<file path="config.mk">
export PLATFORM = sky130hd
export DESIGN_NAME = cfgrg_regs
export DESIGN_NICKNAME = d
export VERILOG_FILES = /design/src/rtl/cfgrg_regs.v
export VERILOG_INCLUDE_DIRS = /design/src /design/src/inc
export SDC_FILE = /design/constraint.sdc
export NUM_CORES = 1
export LEC_CHECK = 0
export BUFFER_PORTS_ARGS = -buffer_cell sky130_fd_sc_hd__buf_2
export CAP_MARGIN = 20
export CORE_AREA = 2 2 62 64
export CTS_CLUSTER_DIAMETER = 120
export CTS_CLUSTER_SIZE = 8
export DETAILED_ROUTE_END_ITERATION = 6
export DIE_AREA = 0 0 64 66
export GPL_TIMING_DRIVEN = 0
export HOLD_SLACK_MARGIN = 0.02
export PLACE_DENSITY = 0.81
export SYNTH_ARGS = -nofsm -noshare
export SYNTH_HDL_FRONTEND = slang
export SYNTH_SLANG_ARGS = --single-unit
export TNS_END_PERCENT = 50
</file>
<file path="constraint.sdc">
create_clock -name SYS_CLK -period 2.3 [get_ports SYS_CLK]
set_input_delay 0.345 -clock SYS_CLK [delete_from_list [all_inputs] [get_ports SYS_CLK]]
set_output_delay 0.345 -clock SYS_CLK [all_outputs]
set_load 0.03 [all_outputs]
</file>
<file path="src/inc/cfgrg_defines.vh">
// Constants of the control and file-system status register block.
// Included by the register block; definitions only.
`ifndef CFGRG_DEFINES_VH
`define CFGRG_DEFINES_VH

// Byte addresses on the host bus (word address = byte address / 2)
`define CFGRG_ADDR_CTRL_LO   7'h18
`define CFGRG_ADDR_CTRL_HI   7'h1A
`define CFGRG_ADDR_FATSTAT   7'h1C

// Control register fields (bit positions in the 32-bit register)
`define CFGRG_CTRL_OVR_BIT   2
`define CFGRG_CTRL_DIE_BIT   10
`define CFGRG_CTRL_CLR_BIT   11
`define CFGRG_CTRL_PROG_BIT  12
`define CFGRG_CTRL_OFS_LSB   13
`define CFGRG_CTRL_OFS_MSB   15

// Reset values
`define CFGRG_CTRL_RST       32'h0000_0000
`define CFGRG_FAT_RST        8'h00

// Cluster-count limits for the computed FAT type
`define CFGRG_FAT12_LIMIT    32'h0000_0FF5
`define CFGRG_FAT16_LIMIT    32'h0000_FFF5

`endif

</file>
<file path="src/rtl/cfgrg_regs.v">
// Control register (upper part plus offset override) and file-system status register.
// Assumes a same-clock host bus front end giving one-cycle read/write strobes,
// a boot-record parser on SYS_CLK, and offset pins arriving asynchronously.
//
// Notes on behaviour
// RULE_01: Control bit 10 enables the configuration-done interrupt and resets to zero.
// RULE_02: Writing one to control bit 11 drops the interrupt request at once.
// RULE_03: While control bit 11 holds one no new interrupt is raised; zero re-arms it.
// RULE_04: Control bit 12 drives the active-low program pin inverted and resets to zero.
// RULE_05: Control bits 15..13 form the configuration offset, bit 13 least significant.
// RULE_06: The register offset replaces the offset pins only while control bit 2 is one.
// RULE_07: The host writes zero to control bits 18..16; bits 31..19 have no function.
// RULE_08: The status register describes the first valid partition of the card.
// RULE_09: Status bit 0 shows that a valid master boot record was found.
// RULE_10: Status bit 1 shows that a valid partition boot record was found.
// RULE_11: Status bits 2 and 4 show the FAT12 and FAT16 marks of the master record.
// RULE_12: Status bits 3 and 5 show the FAT12 and FAT16 marks of the partition record.
// RULE_13: Status bit 6 is one when the cluster count is below 4085.
// RULE_14: Status bit 7 is one when the cluster count lies above 4085 and below the FAT16 limit.
// RULE_15: The status register is read-only, reads have no side effect, bits 15..8 read zero.
// RULE_16: Status flags reset to zero and change only when the parser reports completion.
`timescale 1ns/1ps
`include "cfgrg_defines.vh"

module cfgrg_regs #(
  parameter CNT_W = 32
)(
  input  wire             SYS_CLK,
  input  wire             RST,
  input  wire [6:0]       BUS_ADDR,
  input  wire             BUS_WR,
  input  wire             BUS_RD,
  input  wire [1:0]       BUS_BE,
  input  wire [15:0]      BUS_WDATA,
  output wire [15:0]      BUS_RDATA,
  output wire             BUS_RVALID,
  input  wire             CFG_DONE_EVT,
  output wire             IRQ_REQ,
  output wire             PROGRAM_PIN_N,
  input  wire [2:0]       CONFIG_OFFSET_PINS,
  output wire [2:0]       CONFIG_OFFSET,
  input  wire             PARSE_DONE,
  input  wire             MASTER_RECORD_FOUND,
  input  wire             PARTITION_RECORD_FOUND,
  input  wire             MASTER_RECORD_FAT12_MARK,
  input  wire             PARTITION_RECORD_FAT12_MARK,
  input  wire             MASTER_RECORD_FAT16_MARK,
  input  wire             PARTITION_RECORD_FAT16_MARK,
  input  wire [CNT_W-1:0] CLUSTER_COUNT
);

  reg         offset_override_select_ff;
  reg         done_interrupt_enable_ff;
  reg         interrupt_line_clear_ff;
  reg         program_pin_drive_ff;
  reg  [2:0]  cfg_offset_ff;
  reg         irq_ff;
  reg         prog_n_ff;
  wire [2:0]  pins_sync;
  reg  [2:0]  offset_out_ff;
  reg  [7:0]  fat_stat_ff;
  reg  [15:0] rdata_ff;
  reg         rvalid_ff;

  reg         nxt_offset_override_select;
  reg         nxt_done_interrupt_enable;
  reg         nxt_interrupt_line_clear;
  reg         nxt_program_pin_drive;
  reg  [2:0]  nxt_cfg_offset;
  reg         nxt_irq;
  reg  [15:0] nxt_rdata;
  reg  [7:0]  nxt_fat_stat;

  wire wr_lo = BUS_WR && (BUS_ADDR == `CFGRG_ADDR_CTRL_LO);
  wire wr_hi = BUS_WR && (BUS_ADDR == `CFGRG_ADDR_CTRL_HI);
  wire [31:0] ctrl_rd;
  wire computed_fat12_type;
  wire computed_fat16_type;

  // Control register writes; only bits 2 and 10..15 are stored, 16..31 are dropped
  always @*
  begin
    nxt_offset_override_select = offset_override_select_ff;
    nxt_done_interrupt_enable  = done_interrupt_enable_ff;
    nxt_interrupt_line_clear   = interrupt_line_clear_ff;
    nxt_program_pin_drive      = program_pin_drive_ff;
    nxt_cfg_offset             = cfg_offset_ff;
    if ((wr_lo && BUS_BE[0]) || (wr_hi && BUS_BE[0]))
    begin
      if (wr_lo)
        nxt_offset_override_select = BUS_WDATA[`CFGRG_CTRL_OVR_BIT];
    end
    if (wr_lo && BUS_BE[1])
    begin
      nxt_done_interrupt_enable = BUS_WDATA[`CFGRG_CTRL_DIE_BIT]; // RULE_01
      nxt_interrupt_line_clear  = BUS_WDATA[`CFGRG_CTRL_CLR_BIT]; // RULE_02
      nxt_program_pin_drive     = BUS_WDATA[`CFGRG_CTRL_PROG_BIT]; // RULE_04
      nxt_cfg_offset            = BUS_WDATA[`CFGRG_CTRL_OFS_MSB:`CFGRG_CTRL_OFS_LSB]; // RULE_05
    end
  end

  // Interrupt line: clear bit forces it low and blocks new requests until rewritten to zero
  always @*
  begin
    nxt_irq = irq_ff;
    if (CFG_DONE_EVT && nxt_done_interrupt_enable)
      nxt_irq = 1'b1; // RULE_01
    if (nxt_interrupt_line_clear)
      nxt_irq = 1'b0; // RULE_02 RULE_03
  end

  assign computed_fat12_type = (CLUSTER_COUNT < `CFGRG_FAT12_LIMIT); // RULE_13
  assign computed_fat16_type = (CLUSTER_COUNT > `CFGRG_FAT12_LIMIT) &&
                               (CLUSTER_COUNT < `CFGRG_FAT16_LIMIT); // RULE_14

  // Status snapshot of the first valid partition, taken when parsing completes
  always @*
  begin
    nxt_fat_stat = fat_stat_ff;
    if (PARSE_DONE) // RULE_16
      nxt_fat_stat = {computed_fat16_type, computed_fat12_type,
                      PARTITION_RECORD_FAT16_MARK, MASTER_RECORD_FAT16_MARK,
                      PARTITION_RECORD_FAT12_MARK, MASTER_RECORD_FAT12_MARK,
                      PARTITION_RECORD_FOUND, MASTER_RECORD_FOUND}; // RULE_08 RULE_09 RULE_10 RULE_11 RULE_12
  end

  assign ctrl_rd = {16'h0000, cfg_offset_ff, program_pin_drive_ff, interrupt_line_clear_ff,
                    done_interrupt_enable_ff, 7'h00, offset_override_select_ff, 2'h0};

  // Read mux; unmapped addresses return zero, reads change no state
  always @*
  begin
    case (BUS_ADDR)
      `CFGRG_ADDR_CTRL_LO:
        nxt_rdata = ctrl_rd[15:0];
      `CFGRG_ADDR_CTRL_HI:
        nxt_rdata = ctrl_rd[31:16]; // RULE_07
      `CFGRG_ADDR_FATSTAT:
        nxt_rdata = {8'h00, fat_stat_ff}; // RULE_15
      default:
        nxt_rdata = 16'h0000;
    endcase
  end

  // Two-stage synchroniser per offset pin; only the second stage is read
  genvar g;
  generate
    for (g = 0; g < 3; g = g + 1)
    begin : g_pin_sync
      reg meta_ff;
      reg sync_ff;
      always @(posedge SYS_CLK or posedge RST)
      begin
        if (RST)
        begin
          meta_ff <= 1'b0;
          sync_ff <= 1'b0;
        end
        else
        begin
          meta_ff <= CONFIG_OFFSET_PINS[g];
          sync_ff <= meta_ff;
        end
      end
      assign pins_sync[g] = sync_ff;
    end
  endgenerate

  always @(posedge SYS_CLK or posedge RST)
  begin
    if (RST)
    begin
      offset_override_select_ff <= 1'b0;
    end
    else
    begin
      offset_override_select_ff <= nxt_offset_override_select; // RULE_06
    end
  end

  always @(posedge SYS_CLK or posedge RST)
  begin
    if (RST)
    begin
      done_interrupt_enable_ff <= 1'b0;
    end
    else
    begin
      done_interrupt_enable_ff <= nxt_done_interrupt_enable; // RULE_01
    end
  end

  always @(posedge SYS_CLK or posedge RST)
  begin
    if (RST)
    begin
      interrupt_line_clear_ff <= 1'b0;
    end
    else
    begin
      interrupt_line_clear_ff <= nxt_interrupt_line_clear; // RULE_03
    end
  end

  always @(posedge SYS_CLK or posedge RST)
  begin
    if (RST)
    begin
      program_pin_drive_ff <= 1'b0;
    end
    else
    begin
      program_pin_drive_ff <= nxt_program_pin_drive; // RULE_04
    end
  end

  always @(posedge SYS_CLK or posedge RST)
  begin
    if (RST)
    begin
      cfg_offset_ff <= 3'h0;
    end
    else
    begin
      cfg_offset_ff <= nxt_cfg_offset; // RULE_05
    end
  end

  always @(posedge SYS_CLK or posedge RST)
  begin
    if (RST)
    begin
      irq_ff <= 1'b0;
    end
    else
    begin
      irq_ff <= nxt_irq; // RULE_02
    end
  end

  always @(posedge SYS_CLK or posedge RST)
  begin
    if (RST)
    begin
      prog_n_ff <= 1'b1;
    end
    else
    begin
      prog_n_ff <= ~nxt_program_pin_drive; // RULE_04
    end
  end

  always @(posedge SYS_CLK or posedge RST)
  begin
    if (RST)
    begin
      offset_out_ff <= 3'h0;
    end
    else
    begin
      offset_out_ff <= nxt_offset_override_select ? nxt_cfg_offset
                                                  : pins_sync; // RULE_06
    end
  end

  always @(posedge SYS_CLK or posedge RST)
  begin
    if (RST)
    begin
      fat_stat_ff <= `CFGRG_FAT_RST;
    end
    else
    begin
      fat_stat_ff <= nxt_fat_stat; // RULE_16
    end
  end

  always @(posedge SYS_CLK or posedge RST)
  begin
    if (RST)
    begin
      rdata_ff <= 16'h0000;
    end
    else
    begin
      rdata_ff <= BUS_RD ? nxt_rdata : 16'h0000;
    end
  end

  always @(posedge SYS_CLK or posedge RST)
  begin
    if (RST)
    begin
      rvalid_ff <= 1'b0;
    end
    else
    begin
      rvalid_ff <= BUS_RD;
    end
  end

  assign BUS_RDATA     = rdata_ff;
  assign BUS_RVALID    = rvalid_ff;
  assign IRQ_REQ       = irq_ff;
  assign PROGRAM_PIN_N = prog_n_ff;
  assign CONFIG_OFFSET = offset_out_ff;

endmodule // cfgrg_regs

</file>
Word level (Yosys, flattened, before mapping):

Cells that the tools add are included.

* add/subtract/negate cells: 0
* $mul: 0
* div/mod/pow operators: 0
* $lt $le $gt $ge: 3
* equality and inequality tests: 3
* shift operators: 0
* multiplexer cells: 11
* bitwise gates (word level): 1
* reduce and logical (&&, ||, !) cells: 9

Operator list (number)
* $gt 32x12->1 const B: 1
* $lt 32x12->1 const B: 1
* $lt 32x16->1 const B: 1
* $pmux 16 s2: 1
* $eq 7x5->1 const B: 3
* $mux 16: 1
* $logic_and 1x1->1: 7
* $mux 1: 7
* $mux 3: 2
* $reduce_bool 2->1: 1
* $logic_or 1x1->1: 1
* $not 1->1: 1

* register bits: 43
* bits in latches: 0
* RAM bits: 0
* bits in read-only memories: 0
* input port bits: 72
* output and inout bits: 22
* logic and storage cells: 44
* memories: 0

Longest topological paths before layout:

* word-level depth: 7
* gate-level depth with buffers: 4
* gate-level depth less buffers: 4

Worst setup path after synthesis:

No wires, ideal clock.

* kind: input to register
* start point: in BUS_ADDR[6]
* end point: reg offset_out_ff[0], in the netlist CONFIG_OFFSET[0]
* library setup time: 125 ps
* data arrival time: 1450 ps
* required time: 2175 ps
* path slack: 725 ps
* cell stages on the path: 4
* path buffers: 0
* cell sequence: nor4b_4 > nand4b_1 > mux2i_1 > mux2_2

* cells in the longest elaborated chain, start to end: 6
* elaborated cells on any way between the ends: 12
* those cells by class: eq/ne (2); mux (4); reduce/logical (6)

RTL lines
* start: declaration: RTL line cfgrg_regs.v:30 `input wire [6:0] BUS_ADDR,`
* $eq 7x5->1
* $logic_and 1x1->1 (on tied branches): RTL line cfgrg_regs.v:74, cfgrg_regs.v:75
* $logic_and 1x1->1: RTL line cfgrg_regs.v:88 `if ((wr_lo && BUS_BE[0]) || (wr_hi && BUS_BE[0]))`
* $logic_or 1x1->1: RTL line cfgrg_regs.v:88
* $mux 1: RTL line cfgrg_regs.v:88
* $mux 3 *: RTL line cfgrg_regs.v:261 `offset_out_ff <= nxt_offset_override_select ? nxt_cfg_offset`
* end signal: assignment: RTL line cfgrg_regs.v:261
* end: declaration: RTL line cfgrg_regs.v:60 `reg [2:0] offset_out_ff;`

Every way passes the cells marked *; elsewhere a longest branch is shown, timed or not.
A chain may end at the register's enable or synchronous reset.

Worst setup path after layout:

Same ends and word-level chain as after synthesis.

==> impl_metrics.xml <==
<?xml version="1.0" encoding="UTF-8"?>
<metrics>
  <group name="outcome">
    <metric name="run_status" unit="">completed</metric>
  </group>
  <group name="floorplanning">
    <metric name="die-area" unit="sq mm">0.00422</metric>
    <metric name="initial_core_util" unit="%">43.9</metric>
    <metric name="fp-row-count" unit="">22</metric>
    <metric name="chipWidth" unit="microns">64</metric>
    <metric name="die_h" unit="microns">66</metric>
    <metric name="core_area" unit="sq mm">0.00355</metric>
    <metric name="num_io_pins" unit="">94</metric>
  </group>
  <group name="layout">
    <metric name="diodes" unit="">0</metric>
    <metric name="syn_to_final_growth" unit="%">34.6</metric>
    <metric name="multi_input_comb_area" unit="sq um">478</metric>
    <metric name="fillers" unit="">298</metric>
    <metric name="seq_cell_area" unit="sq mm">0.00103</metric>
    <metric name="drive_gt1_share" unit="%">55.4</metric>
    <metric name="num-nets-final" unit="">273</metric>
  </group>
  <group name="worst_setup_path">
    <metric name="worst-path-max-fanout" unit="">4</metric>
    <metric name="setup.worst_path.class" unit="">in2reg</metric>
    <metric name="timing.critical_path.to_type" unit="">flop</metric>
    <metric name="critical_path_required" unit="ns">2.53</metric>
    <metric name="arrival" unit="ns">1.77</metric>
    <metric name="critPathLaunchType" unit="">input port</metric>
  </group>
  <group name="global_routing">
    <metric name="first_global_vias" unit="">1183</metric>
    <metric name="grt_start_max_net_pins" unit="">42</metric>
    <metric name="grt_util_met1" unit="%">19.2</metric>
    <metric name="met3_usage" unit="%">6.47</metric>
    <metric name="initial_antenna_violation_count" unit="">0</metric>
    <metric name="gr-usage-all-layers" unit="%">16.2</metric>
    <metric name="global_route.usage.met2" unit="%">26.7</metric>
    <metric name="grt_overflow" unit="">0</metric>
    <metric name="grt_first_pass_wirelength" unit="mm">5.15</metric>
    <metric name="grt-busiest-layer" unit="">met2</metric>
  </group>
  <group name="synth">
    <metric name="combined_area_of_all_synthesized_cells" unit="sq mm">0.00156</metric>
    <metric name="postSynthCellCount" unit="">112</metric>
    <metric name="ys_types" unit="">29</metric>
    <metric name="yosys-top-cells-count" unit="">dfrtp_1, mux2_2, and2_1, inv_1</metric>
    <metric name="synth-warning-count" unit="">0</metric>
    <metric name="synth_top_cell_area_share" unit="%">64.3</metric>
    <metric name="post_synth_main_area_contributors" unit="">dfrtp_1, mux2_2, and2_1</metric>
    <metric name="synthArstFlopShare" unit="%">100</metric>
    <metric name="synth.largest_area_cell" unit="">dfrtp_1</metric>
    <metric name="most_used_flip_flop_cell_after_synthesis" unit="">dfrtp_1</metric>
    <metric name="synth_seq_cells" unit="">41</metric>
    <metric name="avg_cell_area_syn" unit="sq um">13.9</metric>
    <metric name="synth_seq_area_share" unit="%">65.9</metric>
    <metric name="yosysMostFrequentCell" unit="">dfrtp_1</metric>
    <metric name="number_of_synthesized_flops_with_an_enable_pin" unit="">0</metric>
  </group>
  <group name="cts">
    <metric name="cts-htree-levels" unit="">2</metric>
    <metric name="clkSinkCount" unit="">41</metric>
    <metric name="clk_pin_slew" unit="ns">0.10</metric>
    <metric name="clock_insertion_delay_at_the_later_pin_of_the_skew_report" unit="ns">0.34</metric>
    <metric name="cts_resized" unit="">0</metric>
    <metric name="cts_hold_buf" unit="">0</metric>
    <metric name="ctsRootBufferMaster" unit="">clkbuf_4</metric>
    <metric name="cts_buffer_depth" unit="">2</metric>
    <metric name="tritoncts.num_buffers" unit="">5</metric>
    <metric name="cts_tree" unit="">done</metric>
    <metric name="post_cts.repair.setup_buffers" unit="">0</metric>
  </group>
  <group name="routing">
    <metric name="drtAntennaViolNets" unit="">0</metric>
    <metric name="remaining_drc_errors" unit="">0</metric>
    <metric name="detail_route.first_pass.iterations" unit="">4</metric>
    <metric name="detailedRoute.firstIterationViolations" unit="">60</metric>
    <metric name="post_drt_wl_per_cell" unit="microns">11.9</metric>
    <metric name="viasPerCell" unit="">4.54</metric>
    <metric name="overall_routed_net_length" unit="mm">2.97</metric>
    <metric name="vias" unit="">1135</metric>
  </group>
  <group name="timing">
    <metric name="worst-slew-pin-transition" unit="ns">0.798</metric>
    <metric name="hold_violations" unit="">0</metric>
    <metric name="slew_headroom" unit="%">46.7</metric>
    <metric name="final-setup-viol-count" unit="">0</metric>
    <metric name="fmax" unit="MHz">653</metric>
    <metric name="period_share" unit="%">66.6</metric>
    <metric name="totalNegativeSetupSlack" unit="ns">0</metric>
    <metric name="setup_slack" unit="ns">0.768</metric>
    <metric name="setup_repair_after_global_routing_missed_its_margin" unit="">no</metric>
    <metric name="timing.clock.skew" unit="ns">0.00823</metric>
    <metric name="finalWorstPathRequiredPeriod" unit="ns">1.53</metric>
    <metric name="maxSlewViolCount" unit="">0</metric>
  </group>
  <group name="placement">
    <metric name="pre_cts_ws" unit="ns">0.400</metric>
    <metric name="gpl.final_weighted_congestion" unit="">0.724</metric>
    <metric name="hpwlAfterDp" unit="mm">2.37</metric>
    <metric name="io_buffers" unit="">81</metric>
  </group>
  <group name="power">
    <metric name="design_power_total" unit="W">0.00132</metric>
    <metric name="p_leak" unit="nW">1.13</metric>
    <metric name="ir_worst_vdd" unit="V">0.000531</metric>
    <metric name="power-per-cell-area" unit="mW/mm^2">631</metric>
  </group>
  <group name="run">
    <metric name="drv_cap" unit="">0</metric>
  </group>
  <group name="min_path">
    <metric name="worstHoldPathType" unit="">in2reg</metric>
  </group>
</metrics>
## worst paths after layout
kind | startpoint | end | slack (ns) | cells after the start
worst max register to register | offset_override_select_ff | CONFIG_OFFSET[0] | 1.07 | 2
worst min-delay path | CONFIG_OFFSET_PINS[0] | g_pin_sync[0].meta_ff | 0.10 | 1
worst max-delay path | BUS_ADDR[6] | CONFIG_OFFSET[0] | 0.77 | 5
max in group asynchronous | RST | g_pin_sync[0].sync_ff | 1.65 | 2
worst min register to register | g_pin_sync[2].meta_ff | g_pin_sync[2].sync_ff | 0.36 | 0
min in group asynchronous | RST | BUS_RVALID | 0.13 | 2
## report_power, final
part,internal (W),switching [W]
clock network,0.000177,0.000217
logic,0.0000752,0.0000864
registers,0.000755,0.0000123
total,0.00101,0.000316
## state kept, by name, summed over array words and instances (netlist names)
name                       cells
interrupt_line_clear_ff        1
offset_override_select_ff      1
IRQ_REQ                        1
CONFIG_OFFSET                  3
g_pin_sync.sync_ff             3
BUS_RVALID                     1
cfg_offset_ff                  3
BUS_RDATA                     14
g_pin_sync.meta_ff             3
done_interrupt_enable_ff       1
program_pin_drive_ff           1
fat_stat_ff                    8
PROGRAM_PIN_N                  1
## cell usage in the layout (no fill, tap or decap), types with 3 or more instances in the layout
master | netlist | final
mux2_2 | 14 | 14
clkbuf_4 | 0 | 5
nand4_1 | 3 | 3
nor4_1 | 3 | 3
and2_1 | 11 | 11
inv_1 | 8 | 7
nor3_1 | 3 | 3
dfrtp_1 | 40 | 40
buf_2 | 0 | 81
## critical path: stages
cell	delay, ns
buf_2	0.12
nor4b_4	0.35
nand4b_1	0.19
mux2i_1	0.38
mux2_2	0.38
## metal layers
metal,up-vias,part of all wire (%)
met5,-,0
met4,0,1.7
met3,6,7.9
met2,44,49
met1,520,41
li1,565,-
## final cells by class
class | instances | share of cell area (%)
sequential | 41 | 49.0
multi-input combinational | 61 | 22.8
timing repair buffer | 81 | 19.3
clock buffer | 7 | 3.10
tap | 48 | 2.86
inverter | 8 | 1.43
buffer | 3 | 1.25
clock inverter | 1 | 0.239
## cell families after synthesis
group                  after synthesis  synth area share [%]
AOI/OAI and AO/OA                    9                  3.78
buffers and inverters               11                  3.61
DFF                                 41                  65.9
muxes                               16                  11.4
other                                1                 0.241
and+or+nand+nor                     34                  15.0
## per-stage QoR
stage                     cells  cell area (sq um)  hold slack, ns  utilization (%)
after floorplan             113               1560           0.331                -
after global placement      242               2030           0.335             57.1
after detailed placement    242               2030           0.335             57.1
after CTS                   250               2100          0.0832             59.1
after global routing        250               2100          0.0609             59.1
final                       250               2100           0.104             59.1
Note: power is estimated with default switching activity, not from simulation.
